==> config.mk <==
export PLATFORM = sky130hd
export DESIGN_NAME = alb_ambient_ctrl
export DESIGN_NICKNAME = d
export VERILOG_FILES = /design/src/hdl/alb_pkg.sv /design/src/hdl/alb_cfg_if.sv /design/src/hdl/alb_regs.sv /design/src/hdl/alb_pwm_chan.sv /design/src/hdl/alb_ambient_ctrl.sv
export VERILOG_INCLUDE_DIRS = /design/src /design/src/hdl
export SDC_FILE = /design/constraint.sdc
export NUM_CORES = 1
export LEC_CHECK = 0
export BUFFER_PORTS_ARGS = -buffer_cell sky130_fd_sc_hd__buf_2
export CAP_MARGIN = 25
export CORE_MARGIN = 3
export CORE_UTILIZATION = 55
export CTS_BUF_LIST = sky130_fd_sc_hd__clkbuf_4 sky130_fd_sc_hd__clkbuf_8 sky130_fd_sc_hd__clkbuf_16
export DETAILED_ROUTE_END_ITERATION = 12
export PLACE_DENSITY_LB_ADDON = 0.1
export SKIP_CTS_REPAIR_TIMING = 1
export SYNTH_ARGS = -nofsm -noshare
export SYNTH_HDL_FRONTEND = slang
export SYNTH_HIERARCHICAL = 1
export SYNTH_SLANG_ARGS = --single-unit
==> constraint.sdc <==
create_clock -name clk -period 14.8 [get_ports clk]
set_clock_uncertainty 0.2 [all_clocks]
set_input_delay 2.96 -clock clk [delete_from_list [all_inputs] [get_ports clk]]
set_output_delay 2.96 -clock clk [all_outputs]
set_load 0.01 [all_outputs]
==> src/hdl/alb_consts.svh <==
// register offsets, field positions, reset values and timing counts
`ifndef ALB_CONSTS_SVH
`define ALB_CONSTS_SVH
`define ALB_OFS_GAIN 8'h08
`define ALB_OFS_FLOOR 8'h09
`define ALB_OFS_TIM 8'h0A
`define ALB_MASK_GAIN 8'h9F
`define ALB_MASK_FLOOR 8'h0F
`define ALB_MASK_TIM 8'h3F
`define ALB_RST_VAL 8'h00
`define ALB_BIAS_BIT 7
`define ALB_GAIN_MSB 4
`define ALB_FLOOR_MSB 3
`define ALB_TIM_MSB 5
`define ALB_SENSE_SHIFT 2
`define ALB_STEP_BASE_MS 50
`define ALB_CLK_MHZ 250
`define ALB_STEP_BASE_CYC (`ALB_STEP_BASE_MS * `ALB_CLK_MHZ * 1000)
`endif

==> src/hdl/alb_pkg.sv <==
// types shared by the ambient brightness block
package alb_pkg;
  typedef enum logic [1:0] {RS_SHUT, RS_IDLE, RS_PAUSE, RS_TRACK} alb_reg_state_type;
  typedef enum logic [1:0] {SEQ_SYNC, SEQ_STAGGER, SEQ_INDEP, SEQ_FREE} alb_seq_type;
endpackage : alb_pkg

==> src/hdl/alb_cfg_if.sv <==
// configuration fields carried from the register file to the core
`timescale 1ns/10ps
`default_nettype none
interface alb_cfg_if;
  logic bias_on;
  logic [4:0] gain;
  logic [3:0] floor_lvl;
  logic [5:0] step_sel;
  modport regs (output bias_on, gain, floor_lvl, step_sel);
  modport core (input bias_on, gain, floor_lvl, step_sel);
endinterface : alb_cfg_if
`default_nettype wire

==> src/hdl/alb_regs.sv <==
// register file for bias/gain, floor level and step timing
`timescale 1ns/10ps
`default_nettype none
`include "alb_consts.svh"
module alb_regs (
  // clock and reset
  input wire logic clk,
  input wire logic rst,
  input wire logic ce,
  // register port
  input wire logic [7:0] addr,
  input wire logic [7:0] wdata,
  input wire logic wr,
  input wire logic rd,
  output logic [7:0] rdata,
  // configuration out
  alb_cfg_if.regs cfg
);
  logic [7:0] gain_reg;
  logic [7:0] floor_reg;
  logic [7:0] tim_reg;
  logic [7:0] rdata_reg;
  wire sel_gain = addr == `ALB_OFS_GAIN;
  wire sel_floor = addr == `ALB_OFS_FLOOR;
  wire sel_tim = addr == `ALB_OFS_TIM;
  // unmapped addresses read as zero
  wire [7:0] rd_mux = sel_gain ? gain_reg : sel_floor ? floor_reg :
    sel_tim ? tim_reg : 8'h00;
  always_ff @(posedge clk) begin
    if (rst) begin
      gain_reg <= `ALB_RST_VAL;
      floor_reg <= `ALB_RST_VAL;
      tim_reg <= `ALB_RST_VAL;
      rdata_reg <= 8'h00;
    end else if (ce) begin
      // reserved bits are dropped at write so they read zero
      if (wr && sel_gain) gain_reg <= wdata & `ALB_MASK_GAIN;
      if (wr && sel_floor) floor_reg <= wdata & `ALB_MASK_FLOOR;
      if (wr && sel_tim) tim_reg <= wdata & `ALB_MASK_TIM;
      if (rd) rdata_reg <= rd_mux;
    end
  end
  assign rdata = rdata_reg;
  assign cfg.bias_on = gain_reg[`ALB_BIAS_BIT];
  assign cfg.gain = gain_reg[`ALB_GAIN_MSB:0];
  assign cfg.floor_lvl = floor_reg[`ALB_FLOOR_MSB:0];
  assign cfg.step_sel = tim_reg[`ALB_TIM_MSB:0];
endmodule : alb_regs
`default_nettype wire

==> src/hdl/alb_pwm_chan.sv <==
// one keyboard pwm channel with a shared ramp for rise and fall
`timescale 1ns/10ps
`default_nettype none
module alb_pwm_chan (
  // clock and reset
  input wire logic clk,
  input wire logic rst,
  input wire logic ce,
  // timing
  input wire logic [4:0] phase,
  input wire logic ramp_tick,
  // control
  input wire logic go,
  input wire logic ramp_on,
  input wire logic [4:0] target,
  // status and pin
  output logic done,
  output logic active,
  output logic pwm
);
  logic [4:0] eff_reg;
  logic [4:0] eff_next;
  logic pwm_reg;
  wire [4:0] goal = go ? target : 5'h00;
  always_comb begin
    eff_next = eff_reg;
    if (!ramp_on) eff_next = goal;
    else if (ramp_tick && eff_reg < goal) eff_next = eff_reg + 5'h01;
    else if (ramp_tick && eff_reg > goal) eff_next = eff_reg - 5'h01;
  end
  always_ff @(posedge clk) begin
    if (rst) begin
      eff_reg <= 5'h00;
      pwm_reg <= 1'b0;
    end else if (ce) begin
      eff_reg <= eff_next;
      pwm_reg <= eff_reg > phase;
    end
  end
  assign done = go && eff_reg == target;
  assign active = eff_reg != 5'h00;
  assign pwm = pwm_reg;
endmodule : alb_pwm_chan
`default_nettype wire

==> src/hdl/alb_ambient_ctrl.sv <==
// ambient light regulation of the led string and pwm sequencing
`timescale 1ns/10ps
`default_nettype none
`include "alb_consts.svh"
module alb_ambient_ctrl #(
  parameter int STEP_BASE_CYCLES = `ALB_STEP_BASE_CYC
) (
  // clock, reset, enable
  input wire logic clk,
  input wire logic rst,
  input wire logic ce,
  // register port
  input wire logic [7:0] reg_addr,
  input wire logic [7:0] reg_wdata,
  input wire logic reg_wr,
  input wire logic reg_rd,
  output logic [7:0] reg_rdata,
  // serial command activity
  input wire logic bus_cmd_busy,
  // sensor and supply pins
  input wire logic [4:0] ambient_sense_input,
  input wire logic undervoltage_detect,
  // user level and pwm setup
  input wire logic [4:0] max_level,
  input wire logic [1:0] pwm_seq_mode,
  input wire logic [2:0] pwm_chan_en,
  input wire logic [4:0] pwm_duty0,
  input wire logic [4:0] pwm_duty1,
  input wire logic [4:0] pwm_duty2,
  // outputs
  output logic [4:0] led_string_current,
  output logic main_string_en,
  output logic [2:0] pwm_out,
  output logic regulating,
  output logic shutdown
);
  localparam logic [23:0] BASE_LAST = 24'(STEP_BASE_CYCLES - 1);

  // exactly one bit set gives its index, anything else is invalid
  function automatic logic [3:0] onehot_idx(input logic [5:0] s);
    logic [3:0] r;
    r = 4'h0;
    for (int i = 0; i < 6; i++) begin
      if (s == 6'(1 << i)) r = {1'b1, 3'(i)};
    end
    return r;
  endfunction : onehot_idx

  function automatic logic [4:0] min5(input logic [4:0] a, input logic [4:0] b);
    return (a < b) ? a : b;
  endfunction : min5

  alb_cfg_if cfg ();
  alb_regs u_regs (
    .clk(clk),
    .rst(rst),
    .ce(ce),
    .addr(reg_addr),
    .wdata(reg_wdata),
    .wr(reg_wr),
    .rd(reg_rd),
    .rdata(reg_rdata),
    .cfg(cfg)
  );

  // pin synchronisers; stage one is read only by stage two
  logic [4:0] sense_s1_reg;
  logic [4:0] sense_s2_reg;
  logic uv_s1_reg;
  logic uv_s2_reg;
  always_ff @(posedge clk) begin
    if (rst) begin
      sense_s1_reg <= 5'h00;
      sense_s2_reg <= 5'h00;
      uv_s1_reg <= 1'b0;
      uv_s2_reg <= 1'b0;
    end else if (ce) begin
      sense_s1_reg <= ambient_sense_input;
      sense_s2_reg <= sense_s1_reg;
      uv_s1_reg <= undervoltage_detect;
      uv_s2_reg <= uv_s1_reg;
    end
  end

  // gain in quarter units, saturated to the 5-bit level scale
  wire [9:0] sense_prod = sense_s2_reg * cfg.gain;
  wire [7:0] sense_scaled = sense_prod[9:`ALB_SENSE_SHIFT];
  wire [4:0] sensed_lvl = (sense_scaled > 8'h1F) ? 5'h1F : sense_scaled[4:0];

  // floor never above maximum: the maximum wins a conflict
  wire [4:0] floor_eff = min5({1'b0, cfg.floor_lvl}, max_level);
  wire [4:0] lvl_target = (sensed_lvl < floor_eff) ? floor_eff :
    min5(sensed_lvl, max_level);

  // regulation state
  alb_pkg::alb_reg_state_type state_reg;
  alb_pkg::alb_reg_state_type state_next;
  wire reg_enable = cfg.bias_on && cfg.gain != 5'h00;
  always_comb begin
    case (1'b1)
      uv_s2_reg: state_next = alb_pkg::RS_SHUT;
      !reg_enable: state_next = alb_pkg::RS_IDLE;
      bus_cmd_busy: state_next = alb_pkg::RS_PAUSE;
      default: state_next = alb_pkg::RS_TRACK;
    endcase
  end
  wire tracking = state_reg == alb_pkg::RS_TRACK;

  // slow base tick shared by level stepping and pwm ramps
  logic [23:0] base_cnt_reg;
  logic base_tick_reg;
  always_ff @(posedge clk) begin
    if (rst) begin
      base_cnt_reg <= 24'h000000;
      base_tick_reg <= 1'b0;
    end else if (ce) begin
      base_tick_reg <= base_cnt_reg == BASE_LAST;
      base_cnt_reg <= (base_cnt_reg == BASE_LAST) ? 24'h000000 :
        base_cnt_reg + 24'h000001;
    end
  end

  // step period in base ticks, doubled for downward steps
  logic [4:0] level_reg;
  logic [4:0] level_next;
  logic [6:0] step_cnt_reg;
  logic last_dn_reg;
  wire [3:0] sel_dec = onehot_idx(cfg.step_sel);
  wire sel_ok = sel_dec[3];
  wire dir_up = level_reg < lvl_target;
  wire dir_dn = level_reg > lvl_target;
  wire [6:0] period = dir_dn ? (7'h02 << sel_dec[2:0]) :
    (7'h01 << sel_dec[2:0]);
  wire moving = tracking && sel_ok && (dir_up || dir_dn);
  wire dir_flip = dir_dn != last_dn_reg;
  wire step_fire = moving && !dir_flip && base_tick_reg &&
    step_cnt_reg == period - 7'h01;

  always_ff @(posedge clk) begin
    if (rst) begin
      step_cnt_reg <= 7'h00;
      last_dn_reg <= 1'b0;
    end else if (ce) begin
      last_dn_reg <= dir_dn;
      // a reversal restarts the period so no step is cut short
      if (!moving || dir_flip || step_fire) step_cnt_reg <= 7'h00;
      else if (base_tick_reg) step_cnt_reg <= step_cnt_reg + 7'h01;
    end
  end

  always_comb begin
    level_next = level_reg;
    case (state_reg)
      alb_pkg::RS_SHUT: level_next = 5'h00;
      alb_pkg::RS_IDLE: level_next = max_level;
      alb_pkg::RS_PAUSE: level_next = level_reg;
      alb_pkg::RS_TRACK: begin
        if (level_reg > max_level) level_next = max_level;
        else if (level_reg < floor_eff) level_next = floor_eff;
        else if (step_fire && dir_up) level_next = level_reg + 5'h01;
        else if (step_fire && dir_dn) level_next = level_reg - 5'h01;
      end
      default: level_next = level_reg;
    endcase
  end

  logic main_en_reg;
  logic regulating_reg;
  logic shutdown_reg;
  always_ff @(posedge clk) begin
    if (rst) begin
      state_reg <= alb_pkg::RS_IDLE;
      level_reg <= 5'h00;
      main_en_reg <= 1'b0;
      regulating_reg <= 1'b0;
      shutdown_reg <= 1'b0;
    end else if (ce) begin
      state_reg <= state_next;
      level_reg <= level_next;
      main_en_reg <= !uv_s2_reg;
      regulating_reg <= state_next == alb_pkg::RS_TRACK;
      shutdown_reg <= uv_s2_reg;
    end
  end

  // pwm sequencing; channels wait for the main string flop
  logic [4:0] phase_reg;
  always_ff @(posedge clk) begin
    if (rst) phase_reg <= 5'h00;
    else if (ce) phase_reg <= phase_reg + 5'h01;
  end
  alb_pkg::alb_seq_type seq;
  assign seq = alb_pkg::alb_seq_type'(pwm_seq_mode);
  wire [2:0] done;
  wire [2:0] active;
  wire [2:0] raw_pwm;
  wire [2:0] go;
  wire [4:0] tgt [3];
  wire is_sync = seq == alb_pkg::SEQ_SYNC;
  wire power_ok = main_en_reg && !uv_s2_reg;
  // sync mode drives every channel from channel zero's setup
  assign go[0] = power_ok && pwm_chan_en[0];
  assign go[1] = power_ok && (is_sync ? pwm_chan_en[0] : pwm_chan_en[1] &&
    (seq != alb_pkg::SEQ_STAGGER || done[0]));
  assign go[2] = power_ok && (is_sync ? pwm_chan_en[0] : pwm_chan_en[2] &&
    (seq != alb_pkg::SEQ_STAGGER || done[1]));
  assign tgt[0] = pwm_duty0;
  assign tgt[1] = is_sync ? pwm_duty0 : pwm_duty1;
  assign tgt[2] = is_sync ? pwm_duty0 : pwm_duty2;
  wire ramp_on = seq != alb_pkg::SEQ_FREE;

  genvar g;
  generate
    for (g = 0; g < 3; g++) begin : g_chan
      alb_pwm_chan u_chan (
        .clk(clk),
        .rst(rst),
        .ce(ce),
        .phase(phase_reg),
        .ramp_tick(base_tick_reg),
        .go(go[g]),
        .ramp_on(ramp_on),
        .target(tgt[g]),
        .done(done[g]),
        .active(active[g]),
        .pwm(raw_pwm[g])
      );
    end
  endgenerate

  assign led_string_current = level_reg;
  assign main_string_en = main_en_reg;
  assign pwm_out = raw_pwm;
  assign regulating = regulating_reg;
  assign shutdown = shutdown_reg;
endmodule : alb_ambient_ctrl
`default_nettype wire

==> reports/summary.md <==
The flow ran to the end, and the final reports show no timing, DRC or antenna violations. The run gives 0.0004584 W as the internal power of the cells. After detailed routing, the average wire length per cell comes to 15.22 µm.

The first-pass iteration count of the detailed router was 5. The cell that appears most often on the critical path is sky130_fd_sc_hd__ha_1. The logs give 698 µm for the met3 layer wire length in the routed design and 7323 for the vias after detailed routing. Before CTS, the worst setup slack after placement is 2.367 ns. The die outline width came out at 130.6 µm. The critical path start-end classification is reg -> reg. The tools report the gate count after technology mapping as 1039. TritonCTS built the clock tree. For the residual DRC count, the log shows 0. Setup violations remaining at the end of the flow were counted as 0. In the post-route analysis, the smallest setup slack over all paths is 2.619 ns.

Max-cap violations in this run came to 0. In this run the core area contains 44 standard-cell rows. The initial cell density of the core came out at 0.5745. The switching portion of total power was 0.3134; the endpoint required time on the critical path was 14.85 ns. The tools report the startpoint kind of the worst setup timing path as a flop. The critical path capture point type was a flop. The logs give 0 for the count of nets left with antenna violations after detail routing and 101 for the clock sink total. The number of flip-flops under the largest register name came out at 24.

The initial antenna violation count came out at 0. The final weighted congestion of routability-driven global placement is 0.8866. The worst path in the final design needs a cycle of 12.18 ns, including I/O delays and setup.

The number of endpoints with negative hold slack in the final report is 0. The placed wire-length estimate after detailed placement was 14.72 mm. Arrival time of data at the critical path endpoint: 12.24 ns. The detailed router finished its first iteration with 424 violations. The maximum clock path buffer count was 2.

Final count of pins violating max slew: 0. The run gives 0.356 as the share of total power in the clock network. Highest-delay cell along the critical path: sky130_fd_sc_hd__a2111oi_0. The register clock-pin slew on the reported worst setup and hold paths was 0.08 ns.

The detailed router put a total of 9.627 mm of wire on met1. The antenna diode count is 0. The tools report the net switching power of the design as 0.0002093 W. The remaining max-slew budget at the tightest pin is 0.3327, and the longest individual stage delay on the worst path is 0.87 ns. Entering global routing, the biggest net connects 91 pins. The largest fanout on the critical path is 9, and the highest ir drop seen on vdd is 0.05075 mV. The port buffer count is 69. After the last flow step, the layout net total stands at 1250. The period utilization was 0.8230. Setup repair after global routing left no endpoint under its margin.

The sequential cell fraction of total power was 0.433; the area of the die was 17060 µm². Pin placement for this block handled 72 I/O pins. The top layer used by detailed routing is met4. The count of warnings emitted by yosys is 6. Derived from the worst setup path, the maximum achievable clock frequency is 82.09 MHz.

The post-route setup TNS is 0 ns. A synthesized cell averages 8.219 µm². The H-tree generated during clock tree synthesis spans 3 levels. The tools report the combinational cell fraction of total power as 0.210. The combined area of all synthesized cells was 8539 µm². The power per standard cell area is 71.79 nW/µm². The final-layout fill cell count came out at 1334.

The worst min-delay path category is reg -> reg. Buffers inserted during clock tree synthesis total 9. Total global-route track usage: 0.2321. The transition time at the pin with the least slew margin is 0.9757 ns, and the aggregate routed wire length is 19.51 mm.

The mean number of vias per cell was 5.712. The proportion of layout cells with a drive suffix above 1 was 0.1248. Routed length on met2: 8.672 mm. The cell family contributing the most delay on the critical path is compound AO/OA/AOI/OAI gates. Compared with the post-synthesis result, the final layout area differs by 8.908%. The clock reaches the later pin of the worst-skew pair after 0.36 ns.

For this design the static power due to leakage is 4.050 nW. Core area: 14860 µm². The number of buffers and inverters on the critical path is 2. The master cell of the clock root buffer was sky130_fd_sc_hd__clkbuf_16.

For the number of global-route vias before repair, the log shows 6767. The die boundary height is 130.6 µm, and the first-pass GRT wire length is 32.42 mm. The logs give 0.6257 for the final core utilization and 0 for the overall overflow remaining after global route.
## routing by layer
| metal | GRT usage | vias up |
|---|---|---|
| met4 | 0.07985 | 0 |
| met5 | 0 | - |
| met2 | 0.3720 | 150 |
| met3 | 0.03659 | 37 |
| met1 | 0.3191 | 3327 |
| li1 | - | 3809 |
## stage by stage
step / total power [W] / instances / cell area (µm²) / hold slack (ns)
2_1_floorplan: 0.0003977 / 1040 / 8543 / 0.2533
3_3_place_gp: 0.0004330 / 1266 / 9006 / 0.2458
3_5_place_dp: 0.0004353 / 1266 / 9006 / 0.2464
4_1_cts: 0.0006719 / 1282 / 9300 / 0.2585
5_1_grt: 0.0007025 / 1282 / 9300 / 0.2752
6_report: 0.0006677 / 1282 / 9300 / 0.2591
## worst paths after layout
kind	startpoint	endpoint	slack (ns)	cells after the start
max reg2reg	u_regs/gain_reg[4]	led_string_current[3]	2.62	39
min	u_regs/rdata[7]	u_regs/rdata[7]	0.26	2
max	u_regs/gain_reg[4]	led_string_current[3]	2.62	39
min reg2reg	u_regs/rdata[7]	u_regs/rdata[7]	0.26	2
## cell usage in the layout (no fill, tap or decap), types with 9 or more instances in the layout
cell type,n
sky130_fd_sc_hd__nor2_1,117
sky130_fd_sc_hd__dfxtp_1,101
sky130_fd_sc_hd__ha_1,91
sky130_fd_sc_hd__nand2_1,90
sky130_fd_sc_hd__buf_2,69
sky130_fd_sc_hd__inv_1,67
sky130_fd_sc_hd__nand2b_1,47
sky130_fd_sc_hd__mux2i_1,46
sky130_fd_sc_hd__a21oi_1,43
sky130_fd_sc_hd__xor2_1,35
sky130_fd_sc_hd__xnor2_1,29
sky130_fd_sc_hd__o21ai_0,24
sky130_fd_sc_hd__and2_1,23
sky130_fd_sc_hd__nand4_1,23
sky130_fd_sc_hd__nand3_1,20
sky130_fd_sc_hd__a21o_1,16
sky130_fd_sc_hd__nor2b_1,16
sky130_fd_sc_hd__a211oi_1,15
sky130_fd_sc_hd__o21ai_1,13
sky130_fd_sc_hd__nor3_1,13
sky130_fd_sc_hd__fa_1,13
sky130_fd_sc_hd__a31oi_1,12
sky130_fd_sc_hd__and3_1,9
sky130_fd_sc_hd__o21a_1,9
sky130_fd_sc_hd__clkbuf_16,9
## area by class of cell
type / count / area [µm²] / share of cell area
clock buffers: 9 / 225.2 / 0.02422
clock inverters: 7 / 68.82 / 0.007399
inverters: 67 / 251.5 / 0.02704
multi-input cells: 842 / 6135 / 0.6596
flip-flops and latches: 101 / 2022 / 0.2174
well taps: 184 / 230.2 / 0.02475
repair buffers: 72 / 367.9 / 0.03955
## worst reg2reg max path, delay by kind of cell (launching register included)
kind                       cells  cell delay, ns
AOI/OAI and AO/OA             14            4.07
and+or+nand+nor               11            2.97
muxes                          1            0.41
buffers and inverters          2            0.10
adders and majority gates      9            3.54
DFF                            1            0.49
xor gates and xnor gates       2            0.29
## power groups by stage
stage	combinational (W)	sequential (W)	clock [W]
2_1_floorplan	0.000105	0.000293	0
3_3_place_gp	0.000137	0.000296	0
3_5_place_dp	0.000139	0.000296	0
4_1_cts	0.000140	0.000290	0.000242
5_1_grt	0.000159	0.000291	0.000252
6_report	0.000141	0.000289	0.000238
Note: power is estimated with default switching activity, not from simulation.
